### config.mk
export PLATFORM = sky130hd
export DESIGN_NAME = ctp_timer
export DESIGN_NICKNAME = d
export VERILOG_FILES = /design/src/design/ctp_pkg.sv /design/src/design/ctp_timer.sv
export SDC_FILE = /design/constraint.sdc
export NUM_CORES = 1
export LEC_CHECK = 0
export ABC_AREA = 1
export BUFFER_PORTS_ARGS = -buffer_cell sky130_fd_sc_hd__buf_2
export CORE_MARGIN = 5
export CORE_UTILIZATION = 60
export CTS_BUF_LIST = sky130_fd_sc_hd__clkbuf_8
export CTS_CLUSTER_DIAMETER = 30
export DETAILED_ROUTE_END_ITERATION = 16
export PLACE_DENSITY_LB_ADDON = 0.05
export SYNTH_ARGS = -nofsm -noshare
export SYNTH_HDL_FRONTEND = slang
export SYNTH_SLANG_ARGS = --single-unit
export TNS_END_PERCENT = 10
### constraint.sdc
create_clock -name aclk -period 5.85 [get_ports aclk]
set_clock_uncertainty 0.05 [all_clocks]
set_input_delay 0.2925 -clock aclk [delete_from_list [all_inputs] [get_ports aclk]]
set_output_delay 0.2925 -clock aclk [all_outputs]
set_load 0.01 [all_outputs]
### src/design/ctp_pkg.sv
// constants and types shared by the compact timer design
// assumes a single system clock domain and an AXI4-Lite register bus with 32-bit data

package ctp_pkg;

	// ------------------------------------------------------------
	// bus geometry and answers
	// ------------------------------------------------------------
	localparam int unsigned CTP_DATA_W = 32;
	localparam int unsigned CTP_ADDR_W = 6;
	localparam int unsigned CTP_COUNT_W = 16;

	localparam logic [1:0] CTP_RESP_OKAY   = 2'h0;
	localparam logic [1:0] CTP_RESP_SLVERR = 2'h2;

	// ------------------------------------------------------------
	// register byte offsets
	// ------------------------------------------------------------
	localparam logic [CTP_ADDR_W-1:0] CTP_OFF_CTRL_FIRST  = 6'h00;
	localparam logic [CTP_ADDR_W-1:0] CTP_OFF_CTRL_SECOND = 6'h04;
	localparam logic [CTP_ADDR_W-1:0] CTP_OFF_COUNT_LOW   = 6'h08;
	localparam logic [CTP_ADDR_W-1:0] CTP_OFF_COUNT_HIGH  = 6'h0C;
	localparam logic [CTP_ADDR_W-1:0] CTP_OFF_CMPA_LOW    = 6'h10;
	localparam logic [CTP_ADDR_W-1:0] CTP_OFF_CMPA_HIGH   = 6'h14;
	localparam logic [CTP_ADDR_W-1:0] CTP_OFF_PERIOD      = 6'h18;
	localparam logic [CTP_ADDR_W-1:0] CTP_OFF_FLAGS       = 6'h1C;

	// ------------------------------------------------------------
	// reset values and field positions
	// ------------------------------------------------------------
	localparam logic [7:0]  CTP_RST_BYTE    = 8'h00;
	localparam logic [15:0] CTP_RST_WORD    = 16'h0000;
	localparam logic [2:0]  CTP_UNUSED_BITS = 3'h0;
	localparam int unsigned CTP_FLAG_A_BIT  = 0;
	localparam int unsigned CTP_FLAG_P_BIT  = 1;

	// ------------------------------------------------------------
	// clock prescaling
	// ------------------------------------------------------------
	localparam logic [1:0] CTP_SYS_DIV4_LAST = 2'h3;
	localparam logic [5:0] CTP_HIGH_MASK16   = 6'h0F;
	localparam logic [5:0] CTP_HIGH_MASK64   = 6'h3F;

	// ------------------------------------------------------------
	// types
	// ------------------------------------------------------------
	typedef enum logic [1:0] {
		CTP_MODE_COMPARE = 2'b00,
		CTP_MODE_UNDEF   = 2'b01,
		CTP_MODE_PWM     = 2'b10,
		CTP_MODE_TIMER   = 2'b11
	} ctp_mode_t;

	typedef enum logic [2:0] {
		CTP_CLK_SYS_DIV4 = 3'b000,
		CTP_CLK_SYS      = 3'b001,
		CTP_CLK_HIGH16   = 3'b010,
		CTP_CLK_HIGH64   = 3'b011,
		CTP_CLK_SUB_A    = 3'b100,
		CTP_CLK_SUB_B    = 3'b101,
		CTP_CLK_EXT_RISE = 3'b110,
		CTP_CLK_EXT_FALL = 3'b111
	} ctp_clk_sel_t;

	typedef enum logic [1:0] {
		CTP_FN_NONE   = 2'b00,
		CTP_FN_LOW    = 2'b01,
		CTP_FN_HIGH   = 2'b10,
		CTP_FN_TOGGLE = 2'b11
	} ctp_out_fn_t;

	typedef struct packed {
		logic         pause_control;
		ctp_clk_sel_t clock_source_select;
		logic         counter_on;
		logic [2:0]   unused;
	} ctp_ctrl_first_t;

	typedef struct packed {
		ctp_mode_t   operating_mode_select;
		ctp_out_fn_t output_function_select;
		logic        output_initial_level;
		logic        output_invert;
		logic        duty_period_swap;
		logic        clear_source_select;
	} ctp_ctrl_second_t;

endpackage

### src/design/ctp_timer.sv
// compact 16-bit timer with compare output and edge pwm, registers over AXI4-Lite
// assumes one 40 MHz system clock; the high, sub and external clock pins are asynchronous levels
//
// Design decisions made here: the register offsets and the AXI4-Lite register port.
`timescale 1ns/1ps

// Behaviour
// - 16-bit up-counter advanced by selected clock, readable but never writable.
// - comparator A matches when all sixteen counter bits equal its value, if that value is nonzero.
// - comparator P matches when counter upper byte equals its 8-bit value and lower byte is zero.
// - software alters the counter only by an on-bit rising edge, clearing it.
// - counter self-clears on overflow or selected match, raising request flags.
// - pause holds the count; releasing pause resumes from the held value.
// - clock select: sys/4, sys, high/16, high/64, sub, sub, pin rise, pin fall.
// - on bit low stops counting; count kept until on goes high again.
// - on-bit rising edge returns output to initial level in compare or pwm mode.
// - first control register bits 2..0 always read zero.
// - mode 00 compare output, 10 pwm, 11 timer/counter, 01 undefined.
// - compare mode A match: 00 hold, 01 low, 10 high, 11 toggle.
// - pwm mode function: 00 inactive, 01 active, 10 waveform, 11 undefined.
// - initial-level bit: pre-match level in compare, active level in pwm.
// - match requesting the already present level leaves the pin unchanged.
// - invert bit inverts the pin; no effect in timer/counter mode.
// - swap bit 0: P period, A duty; 1: A period, P duty.
// - clear source 1 clears on A match; 0 on P match or overflow.
// - overflow clearing with P source only when P value is zero.
// - clear source ignored in pwm; pin undefined in timer/counter mode.
// - P value zero gives 65536-clock period, else 256 times value.
// - with clear source A outside pwm mode only the A flag is raised, never P.
// - compare mode pin reacts to A matches only, never to P.
// - low bytes pass through an 8-bit buffer moved on high-byte access.
module ctp_timer
	import ctp_pkg::*;
(
	input  wire logic                          aclk,
	input  wire logic                          aresetn,
	input  wire logic [ctp_pkg::CTP_ADDR_W-1:0] s_axi_awaddr,
	input  wire logic [2:0]                    s_axi_awprot,
	input  wire logic                          s_axi_awvalid,
	output logic                               s_axi_awready,
	input  wire logic [ctp_pkg::CTP_DATA_W-1:0] s_axi_wdata,
	input  wire logic [3:0]                    s_axi_wstrb,
	input  wire logic                          s_axi_wvalid,
	output logic                               s_axi_wready,
	output logic [1:0]                         s_axi_bresp,
	output logic                               s_axi_bvalid,
	input  wire logic                          s_axi_bready,
	input  wire logic [ctp_pkg::CTP_ADDR_W-1:0] s_axi_araddr,
	input  wire logic [2:0]                    s_axi_arprot,
	input  wire logic                          s_axi_arvalid,
	output logic                               s_axi_arready,
	output logic [ctp_pkg::CTP_DATA_W-1:0]     s_axi_rdata,
	output logic [1:0]                         s_axi_rresp,
	output logic                               s_axi_rvalid,
	input  wire logic                          s_axi_rready,
	input  wire logic                          high_internal_clock,
	input  wire logic                          sub_clock,
	input  wire logic                          external_clock_pin,
	output logic                               timer_output_pin,
	output logic                               timer_output_pin_oe
);

	// ------------------------------------------------------------
	// declarations
	// ------------------------------------------------------------
	ctp_ctrl_first_t         ctrl_first_q;
	ctp_ctrl_second_t        ctrl_second_q;
	logic [CTP_COUNT_W-1:0]  count_q;
	logic [CTP_COUNT_W-1:0]  count_next;
	logic [CTP_COUNT_W-1:0]  cmpa_q;
	logic [7:0]              cmpp_q;
	logic [7:0]              buf_q;
	logic [1:0]              flags_q;
	logic                    on_prev_q;
	logic [2:0]              sync1_q;
	logic [2:0]              sync2_q;
	logic [2:0]              sync3_q;
	logic [1:0]              sys_pre_q;
	logic [5:0]              high_pre_q;
	logic                    level_q;
	logic                    pwm_active_q;
	logic                    pin_q;
	logic                    pin_oe_q;
	logic                    aw_have_q;
	logic                    w_have_q;
	logic [CTP_ADDR_W-1:0]   awaddr_q;
	logic [7:0]              wbyte_q;
	logic                    wstrb0_q;
	logic                    awready_q;
	logic                    wready_q;
	logic                    bvalid_q;
	logic [1:0]              bresp_q;
	logic                    arready_q;
	logic                    rvalid_q;
	logic [CTP_DATA_W-1:0]   rdata_q;
	logic [1:0]              rresp_q;
	logic                    wr_fire;
	logic                    rd_fire;
	logic                    wr_mapped;
	logic                    rd_mapped;
	logic [7:0]              rd_byte;
	logic                    on_rise;
	logic                    run;
	logic                    tick;
	logic                    high_edge;
	logic                    sub_edge;
	logic                    ext_rise;
	logic                    ext_fall;
	logic                    a_hit;
	logic                    p_hit;
	logic                    clr_hit;
	logic                    duty_hit;
	logic                    is_pwm;
	logic [1:0]              flag_set;
	logic [1:0]              flag_clr;
	logic                    pin_lvl;
	logic                    pin_oe;

	// ------------------------------------------------------------
	// address decode
	// ------------------------------------------------------------
	function automatic logic reg_hit(input logic [CTP_ADDR_W-1:0] addr, input logic [CTP_ADDR_W-1:0] off);
		reg_hit = (addr[CTP_ADDR_W-1:2] == off[CTP_ADDR_W-1:2]);
	endfunction

	function automatic logic is_mapped(input logic [CTP_ADDR_W-1:0] addr);
		is_mapped = (addr[CTP_ADDR_W-1:2] <= CTP_OFF_FLAGS[CTP_ADDR_W-1:2]);
	endfunction

	// ------------------------------------------------------------
	// AXI4-Lite write channel
	// ------------------------------------------------------------
	assign wr_fire = aw_have_q && w_have_q && !bvalid_q;
	assign wr_mapped = is_mapped(awaddr_q);

	always_ff @(posedge aclk) begin
		if (!aresetn) begin
			aw_have_q <= 1'b0;
			awaddr_q  <= '0;
			awready_q <= 1'b0;
		end else if (s_axi_awvalid && awready_q) begin
			aw_have_q <= 1'b1;
			awaddr_q  <= s_axi_awaddr;
			awready_q <= 1'b0;
		end else if (wr_fire) begin
			aw_have_q <= 1'b0;
		end else if (!aw_have_q && !bvalid_q) begin
			awready_q <= 1'b1;
		end
	end

	always_ff @(posedge aclk) begin
		if (!aresetn) begin
			w_have_q <= 1'b0;
			wbyte_q  <= CTP_RST_BYTE;
			wstrb0_q <= 1'b0;
			wready_q <= 1'b0;
		end else if (s_axi_wvalid && wready_q) begin
			w_have_q <= 1'b1;
			wbyte_q  <= s_axi_wdata[7:0];
			wstrb0_q <= s_axi_wstrb[0];
			wready_q <= 1'b0;
		end else if (wr_fire) begin
			w_have_q <= 1'b0;
		end else if (!w_have_q && !bvalid_q) begin
			wready_q <= 1'b1;
		end
	end

	always_ff @(posedge aclk) begin
		if (!aresetn) begin
			bvalid_q <= 1'b0;
			bresp_q  <= CTP_RESP_OKAY;
		end else if (wr_fire) begin
			bvalid_q <= 1'b1;
			bresp_q  <= wr_mapped ? CTP_RESP_OKAY : CTP_RESP_SLVERR;
		end else if (bvalid_q && s_axi_bready) begin
			bvalid_q <= 1'b0;
		end
	end

	// ------------------------------------------------------------
	// AXI4-Lite read channel
	// ------------------------------------------------------------
	assign rd_fire = s_axi_arvalid && arready_q;
	assign rd_mapped = is_mapped(s_axi_araddr);

	always_comb begin
		rd_byte = CTP_RST_BYTE;
		if (reg_hit(s_axi_araddr, CTP_OFF_CTRL_FIRST))
			rd_byte = {ctrl_first_q[7:3], CTP_UNUSED_BITS};
		else if (reg_hit(s_axi_araddr, CTP_OFF_CTRL_SECOND))
			rd_byte = ctrl_second_q;
		else if (reg_hit(s_axi_araddr, CTP_OFF_COUNT_LOW) || reg_hit(s_axi_araddr, CTP_OFF_CMPA_LOW))
			rd_byte = buf_q;
		else if (reg_hit(s_axi_araddr, CTP_OFF_COUNT_HIGH))
			rd_byte = count_q[15:8];
		else if (reg_hit(s_axi_araddr, CTP_OFF_CMPA_HIGH))
			rd_byte = cmpa_q[15:8];
		else if (reg_hit(s_axi_araddr, CTP_OFF_PERIOD))
			rd_byte = cmpp_q;
		else if (reg_hit(s_axi_araddr, CTP_OFF_FLAGS))
			rd_byte = {6'h00, flags_q};
	end

	always_ff @(posedge aclk) begin
		if (!aresetn) begin
			arready_q <= 1'b0;
			rvalid_q  <= 1'b0;
			rdata_q   <= '0;
			rresp_q   <= CTP_RESP_OKAY;
		end else if (rd_fire) begin
			arready_q <= 1'b0;
			rvalid_q  <= 1'b1;
			rdata_q   <= {24'h000000, rd_byte};
			rresp_q   <= rd_mapped ? CTP_RESP_OKAY : CTP_RESP_SLVERR;
		end else if (rvalid_q && s_axi_rready) begin
			rvalid_q <= 1'b0;
		end else if (!rvalid_q) begin
			arready_q <= 1'b1;
		end
	end

	// ------------------------------------------------------------
	// control and compare registers
	// ------------------------------------------------------------
	always_ff @(posedge aclk) begin
		if (!aresetn) begin
			ctrl_first_q  <= ctp_ctrl_first_t'(CTP_RST_BYTE);
			ctrl_second_q <= ctp_ctrl_second_t'(CTP_RST_BYTE);
			cmpp_q        <= CTP_RST_BYTE;
		end else if (wr_fire && wstrb0_q) begin
			if (reg_hit(awaddr_q, CTP_OFF_CTRL_FIRST))
				ctrl_first_q <= ctp_ctrl_first_t'({wbyte_q[7:3], CTP_UNUSED_BITS});
			if (reg_hit(awaddr_q, CTP_OFF_CTRL_SECOND))
				ctrl_second_q <= ctp_ctrl_second_t'(wbyte_q);
			if (reg_hit(awaddr_q, CTP_OFF_PERIOD))
				cmpp_q <= wbyte_q;
		end
	end

	// low byte moves through the shared buffer on high-byte access
	always_ff @(posedge aclk) begin
		if (!aresetn) begin
			cmpa_q <= CTP_RST_WORD;
			buf_q  <= CTP_RST_BYTE;
		end else if (wr_fire && wstrb0_q && reg_hit(awaddr_q, CTP_OFF_CMPA_LOW)) begin
			buf_q <= wbyte_q;
		end else if (wr_fire && wstrb0_q && reg_hit(awaddr_q, CTP_OFF_CMPA_HIGH)) begin
			cmpa_q <= {wbyte_q, buf_q};
		end else if (rd_fire && reg_hit(s_axi_araddr, CTP_OFF_COUNT_HIGH)) begin
			buf_q <= count_q[7:0];
		end else if (rd_fire && reg_hit(s_axi_araddr, CTP_OFF_CMPA_HIGH)) begin
			buf_q <= cmpa_q[7:0];
		end
	end

	// ------------------------------------------------------------
	// clock source selection
	// ------------------------------------------------------------
	always_ff @(posedge aclk) begin
		if (!aresetn) begin
			sync1_q <= 3'h0;
			sync2_q <= 3'h0;
			sync3_q <= 3'h0;
		end else begin
			sync1_q <= {external_clock_pin, sub_clock, high_internal_clock};
			sync2_q <= sync1_q;
			sync3_q <= sync2_q;
		end
	end

	assign high_edge = sync2_q[0] && !sync3_q[0];
	assign sub_edge  = sync2_q[1] && !sync3_q[1];
	assign ext_rise  = sync2_q[2] && !sync3_q[2];
	assign ext_fall  = !sync2_q[2] && sync3_q[2];

	always_ff @(posedge aclk) begin
		if (!aresetn) begin
			sys_pre_q  <= 2'h0;
			high_pre_q <= 6'h00;
		end else begin
			sys_pre_q <= sys_pre_q + 2'h1;
			if (high_edge)
				high_pre_q <= high_pre_q + 6'h01;
		end
	end

	always_comb begin
		case (ctrl_first_q.clock_source_select)
			CTP_CLK_SYS_DIV4: tick = (sys_pre_q == CTP_SYS_DIV4_LAST);
			CTP_CLK_SYS:      tick = 1'b1;
			CTP_CLK_HIGH16:   tick = high_edge && ((high_pre_q & CTP_HIGH_MASK16) == CTP_HIGH_MASK16);
			CTP_CLK_HIGH64:   tick = high_edge && (high_pre_q == CTP_HIGH_MASK64);
			CTP_CLK_SUB_A, CTP_CLK_SUB_B: tick = sub_edge;
			CTP_CLK_EXT_RISE: tick = ext_rise;
			CTP_CLK_EXT_FALL: tick = ext_fall;
			default:          tick = 1'b0;
		endcase
	end

	// ------------------------------------------------------------
	// counter and comparators
	// ------------------------------------------------------------
	assign run        = ctrl_first_q.counter_on && !ctrl_first_q.pause_control;
	assign on_rise    = ctrl_first_q.counter_on && !on_prev_q;
	assign count_next = count_q + 16'h0001;
	assign is_pwm     = (ctrl_second_q.operating_mode_select == CTP_MODE_PWM);

	// a zero A value never matches; the counter then just wraps
	assign a_hit = run && tick && (cmpa_q != CTP_RST_WORD) && (count_next == cmpa_q);
	// P value zero turns into the 16-bit overflow
	assign p_hit = run && tick && (count_next == {cmpp_q, 8'h00});

	always_comb begin
		if (is_pwm) begin
			clr_hit  = ctrl_second_q.duty_period_swap ? a_hit : p_hit;
			duty_hit = ctrl_second_q.duty_period_swap ? p_hit : a_hit;
		end else begin
			clr_hit  = ctrl_second_q.clear_source_select ? a_hit : p_hit;
			duty_hit = 1'b0;
		end
	end

	always_ff @(posedge aclk) begin
		if (!aresetn)
			on_prev_q <= 1'b0;
		else
			on_prev_q <= ctrl_first_q.counter_on;
	end

	always_ff @(posedge aclk) begin
		if (!aresetn)
			count_q <= CTP_RST_WORD;
		else if (on_rise)
			count_q <= CTP_RST_WORD;
		else if (clr_hit)
			count_q <= CTP_RST_WORD;
		else if (run && tick)
			count_q <= count_next;
	end

	// ------------------------------------------------------------
	// match flags
	// ------------------------------------------------------------
	assign flag_set[CTP_FLAG_A_BIT] = a_hit;
	assign flag_set[CTP_FLAG_P_BIT] = p_hit && (is_pwm || !ctrl_second_q.clear_source_select);
	assign flag_clr = (wr_fire && wstrb0_q && reg_hit(awaddr_q, CTP_OFF_FLAGS)) ? wbyte_q[1:0] : 2'h0;

	always_ff @(posedge aclk) begin
		if (!aresetn)
			flags_q <= 2'h0;
		else
			flags_q <= (flags_q & ~flag_clr) | flag_set;
	end

	// ------------------------------------------------------------
	// output pin
	// ------------------------------------------------------------
	always_ff @(posedge aclk) begin
		if (!aresetn) begin
			level_q <= 1'b0;
		end else if (on_rise) begin
			level_q <= ctrl_second_q.output_initial_level;
		end else if (a_hit && !is_pwm) begin
			case (ctrl_second_q.output_function_select)
				CTP_FN_LOW:    level_q <= 1'b0;
				CTP_FN_HIGH:   level_q <= 1'b1;
				CTP_FN_TOGGLE: level_q <= !level_q;
				default:       level_q <= level_q;
			endcase
		end
	end

	always_ff @(posedge aclk) begin
		if (!aresetn)
			pwm_active_q <= 1'b0;
		else if (on_rise || (is_pwm && clr_hit))
			pwm_active_q <= 1'b1;
		else if (duty_hit)
			pwm_active_q <= 1'b0;
	end

	always_comb begin
		pin_lvl = 1'b0;
		pin_oe  = 1'b1;
		case (ctrl_second_q.operating_mode_select)
			CTP_MODE_COMPARE: pin_lvl = level_q;
			CTP_MODE_PWM: begin
				case (ctrl_second_q.output_function_select)
					CTP_FN_NONE: pin_lvl = !ctrl_second_q.output_initial_level;
					CTP_FN_LOW:  pin_lvl = ctrl_second_q.output_initial_level;
					CTP_FN_HIGH: pin_lvl = pwm_active_q ^ !ctrl_second_q.output_initial_level;
					default:     pin_lvl = !ctrl_second_q.output_initial_level;
				endcase
			end
			default: pin_oe = 1'b0;
		endcase
	end

	always_ff @(posedge aclk) begin
		if (!aresetn) begin
			pin_q    <= 1'b0;
			pin_oe_q <= 1'b0;
		end else begin
			pin_q    <= pin_oe && (pin_lvl ^ ctrl_second_q.output_invert);
			pin_oe_q <= pin_oe;
		end
	end

	// ------------------------------------------------------------
	// outputs
	// ------------------------------------------------------------
	assign s_axi_awready       = awready_q;
	assign s_axi_wready        = wready_q;
	assign s_axi_bvalid        = bvalid_q;
	assign s_axi_bresp         = bresp_q;
	assign s_axi_arready       = arready_q;
	assign s_axi_rvalid        = rvalid_q;
	assign s_axi_rdata         = rdata_q;
	assign s_axi_rresp         = rresp_q;
	assign timer_output_pin    = pin_q;
	assign timer_output_pin_oe = pin_oe_q;

endmodule

==> results.toml <==
[grt]
overflow = 0
antenna_found_initial = 0
grt_pass1_vias = 5265
grt_pass1_wl_um = 26200
grtUsageTotal = 0.264
grt_max_degree = 79

[detailed_routing]
drt-total-wl_um = 16300
vias = 5928
drc = 0
dr.pass1.iters = 6
wl_per_cell_um = 14.9
first_iter_violations = 563
antenna_left = 0
viasPerCell = 5.41

[clocking]
cts_buffer_depth = 2
cts.htree.levels = 4
cts_sinks = 115
ctsResizeCount = 0
cts_root_buffer = "clkbuf_8"
numCtsBuffers = 17
cts_tree = "built"
clock_latency_ns = 0.45
clkSlewWorstSetupHoldPaths_ns = 0.07

[logic_synthesis]
avgSynthCellArea_um2 = 6.72
synth_seq_cells = 115
syn_area_um2 = 6060
yosys.area.top_type = "dfxtp_1"
synth_seq_area_share = 0.380
synth_cells = 902
synth_area_leaders = "dfxtp_1 38%, nand2_1 12%, o21ai_0 8.5%"
yosys_warnings = 0
yosysTopAreaCellShare = 0.380
ys_types = 39

[power]
p_seq_frac = 0.491
irDropWorstVdd_mv = 0.241
power.density_nw_per_um2 = 249
p_sw_frac = 0.264
p_sw_mw = 0.441
p_int_mw = 1.23
combPwrFrac = 0.061
power_mw = 1.67
p_leak_nw = 3.00
clkPwrFrac = 0.448

[min_path]
hold_class = "primary input to flop"
hold_path_depth = 4
hp-start = "s_axi_rready"
holdPathEnd = "s_axi_rvalid"

[setup_path]
worstPathArrival_ns = 3.28
cp-start-kind = "flop"
required_ns = 6.13
r2r_end = "count_q[3]"
path_class = "flop to flop"
r2r_start = "high_pre_q[1]"
rrSetupSlack_ns = 2.85
ff2ff_path_depth = 16
path_max_fanout = 16
cp-end-kind = "flop"

[sta]
fin_setup_tns_ns = 0
hold_viol_final = 0
fmax_ghz = 0.334
relSlewSlack = 0.382
final_max_slew_viol_count = 0
min_period_over_period = 0.512
period_needed_ns = 3.00
rsz0062_at_grt = "false"
setup_viol = 0
worst_pin_slew_ns = 0.924

[die]
die_w_um = 110
die_h_um = 110
die-area_um2 = 12200
io_pins = 107
rows = 36
core-area_um2 = 9820
initial_core_util = 0.617

[run_status]
status = "finished clean"

[cells_and_area]
layout_commonest_cell = "nand2_1"
layout-drive-gt1-share = 0.111
area_growth_pct = 10.6
layout_common_cells = "188 x nand2_1, 121 x inv_1, 115 x dfxtp_1, 103 x o21ai_0, 98 x nor2_1"
diodes = 0
final_util = 0.682
fin_nets = 1019

[place]
numPortBuffers = 43
gp_congestion = 0.943
dp_hpwl_um = 12000

[run]
drv_cap = 0
-- worst max-delay path, cell delays in order, from the launching register on --
cell and delay [ns]:
dfxtp_1 0.42, ha_1 0.17, nand3_1 0.12, nor2_1 0.27, nand2_1 0.09, nand3_1 0.07
nand2_1 0.29, nor2_1 0.23, nand2_1 0.07, nor2_1 0.11, nand2_1 0.06, nor2_1 0.25
nor2_1 0.11, nor2_2 0.13, nor2_2 0.06, nand2_4 0.28, nor2_1 0.07
-- kinds of logic (layout without fill, tap and decap cells) --
group / count (synthesis) / in the layout / share of synthesized area
and+or+nand+nor: 393 / 393 / 0.285
AOI/OAI and AO/OA: 214 / 214 / 0.193
buffers and inverters: 170 / 205 / 0.125
DFF: 115 / 115 / 0.380
adders and majority gates: 6 / 6 / 0.0124
xor gates and xnor gates: 3 / 3 / 0.00434
other: 1 / 26 / 0.000619
-- what timing repair did --
action	in CTS	in global routing
hold buffers	4	0
buffers inserted	0	0
endpoints found under the hold margin	4	0
-- synth_stat cells --
cell type / n
xor2_1: 3
conb_1: 1
o21bai_2: 1
nand2_4: 3
dfxtp_1: 115
o31ai_1: 2
or2_2: 2
buf_12: 1
a211oi_1: 7
o221ai_1: 4
nand3b_1: 2
a31oi_1: 6
o21ai_0: 103
o211ai_1: 10
a221o_1: 1
nor3_2: 1
buf_4: 27
nor3_1: 3
nor2_2: 11
nand2_2: 4
inv_1: 121
buf_2: 1
nand2_1: 188
o22ai_1: 4
a21oi_1: 73
nand3_1: 59
clkinv_1: 1
o21a_1: 1
nand4_1: 15
o2111ai_1: 1
nor2_4: 5
nor2_8: 1
ha_1: 6
a22oi_1: 1
inv_2: 1
clkbuf_2: 1
clkbuf_1: 17
nor4_1: 1
nor2_1: 98
-- per-layer routing --
metal / GRT usage / up-vias / routed length (um)
li1: - / 2994 / -
met1: 0.355 / 2649 / 7340
met2: 0.415 / 249 / 7290
met3: 0.0591 / 36 / 1260
met4: 0.0952 / 0 / 409
met5: 0 / - / 0
-- state kept, by name, summed over array words and instances (netlist names), 4 cells and up --
register / cells
awaddr_q: 4
buf_q: 8
cmpa_q: 16
cmpp_q: 8
count_q: 16
ctrl_first_q: 5
ctrl_second_q: 8
high_pre_q: 6
s_axi_rdata: 8
wbyte_q: 8
-- power by group through the flow --
stage	combinational [mW]	sequential (mW)	clock, mW
floorplan	0.0770	0.834	0
global placement	0.0944	0.836	0
detailed placement	0.0974	0.837	0
CTS	0.100	0.819	0.755
global route	0.114	0.821	0.796
finish	0.102	0.820	0.748
-- through the flow --
| stage | setup slack, ns | hold WS, ns | instance area (um2) | cells |
|---|---|---|---|---|
| after detailed placement | 2.94 | 0.352 | 6260 | 1059 |
| after global placement | 3.02 | 0.343 | 6260 | 1059 |
| after CTS | 2.90 | 0.0128 | 6700 | 1095 |
| after global routing | 2.60 | 0.0376 | 6700 | 1095 |
| after floorplan | 3.61 | 0.337 | 6150 | 927 |
| final | 2.85 | 0.0417 | 6700 | 1095 |
-- worst max-delay path by stage --
stage	startpoint	end	slack [ns]	cells after the start
after floorplan	count_q[0]	count_q[6]	3.61	17
final	high_pre_q[1]	count_q[3]	2.85	16
after global routing	high_pre_q[1]	count_q[2]	2.60	16
after global placement	high_pre_q[1]	count_q[0]	3.02	16
after detailed placement	high_pre_q[1]	count_q[5]	2.94	16
after CTS	high_pre_q[1]	count_q[3]	2.90	16
-- final cells by class --
cell class | count | area, um2
clock buffers | 18 | 248
clock inverters | 14 | 154
fillers | 878 | 3120
inverters | 123 | 462
multi-input cells | 642 | 3090
flip-flops and latches | 115 | 2300
well taps | 133 | 166
repair buffers | 50 | 278
(Power assumes the default switching activity.)
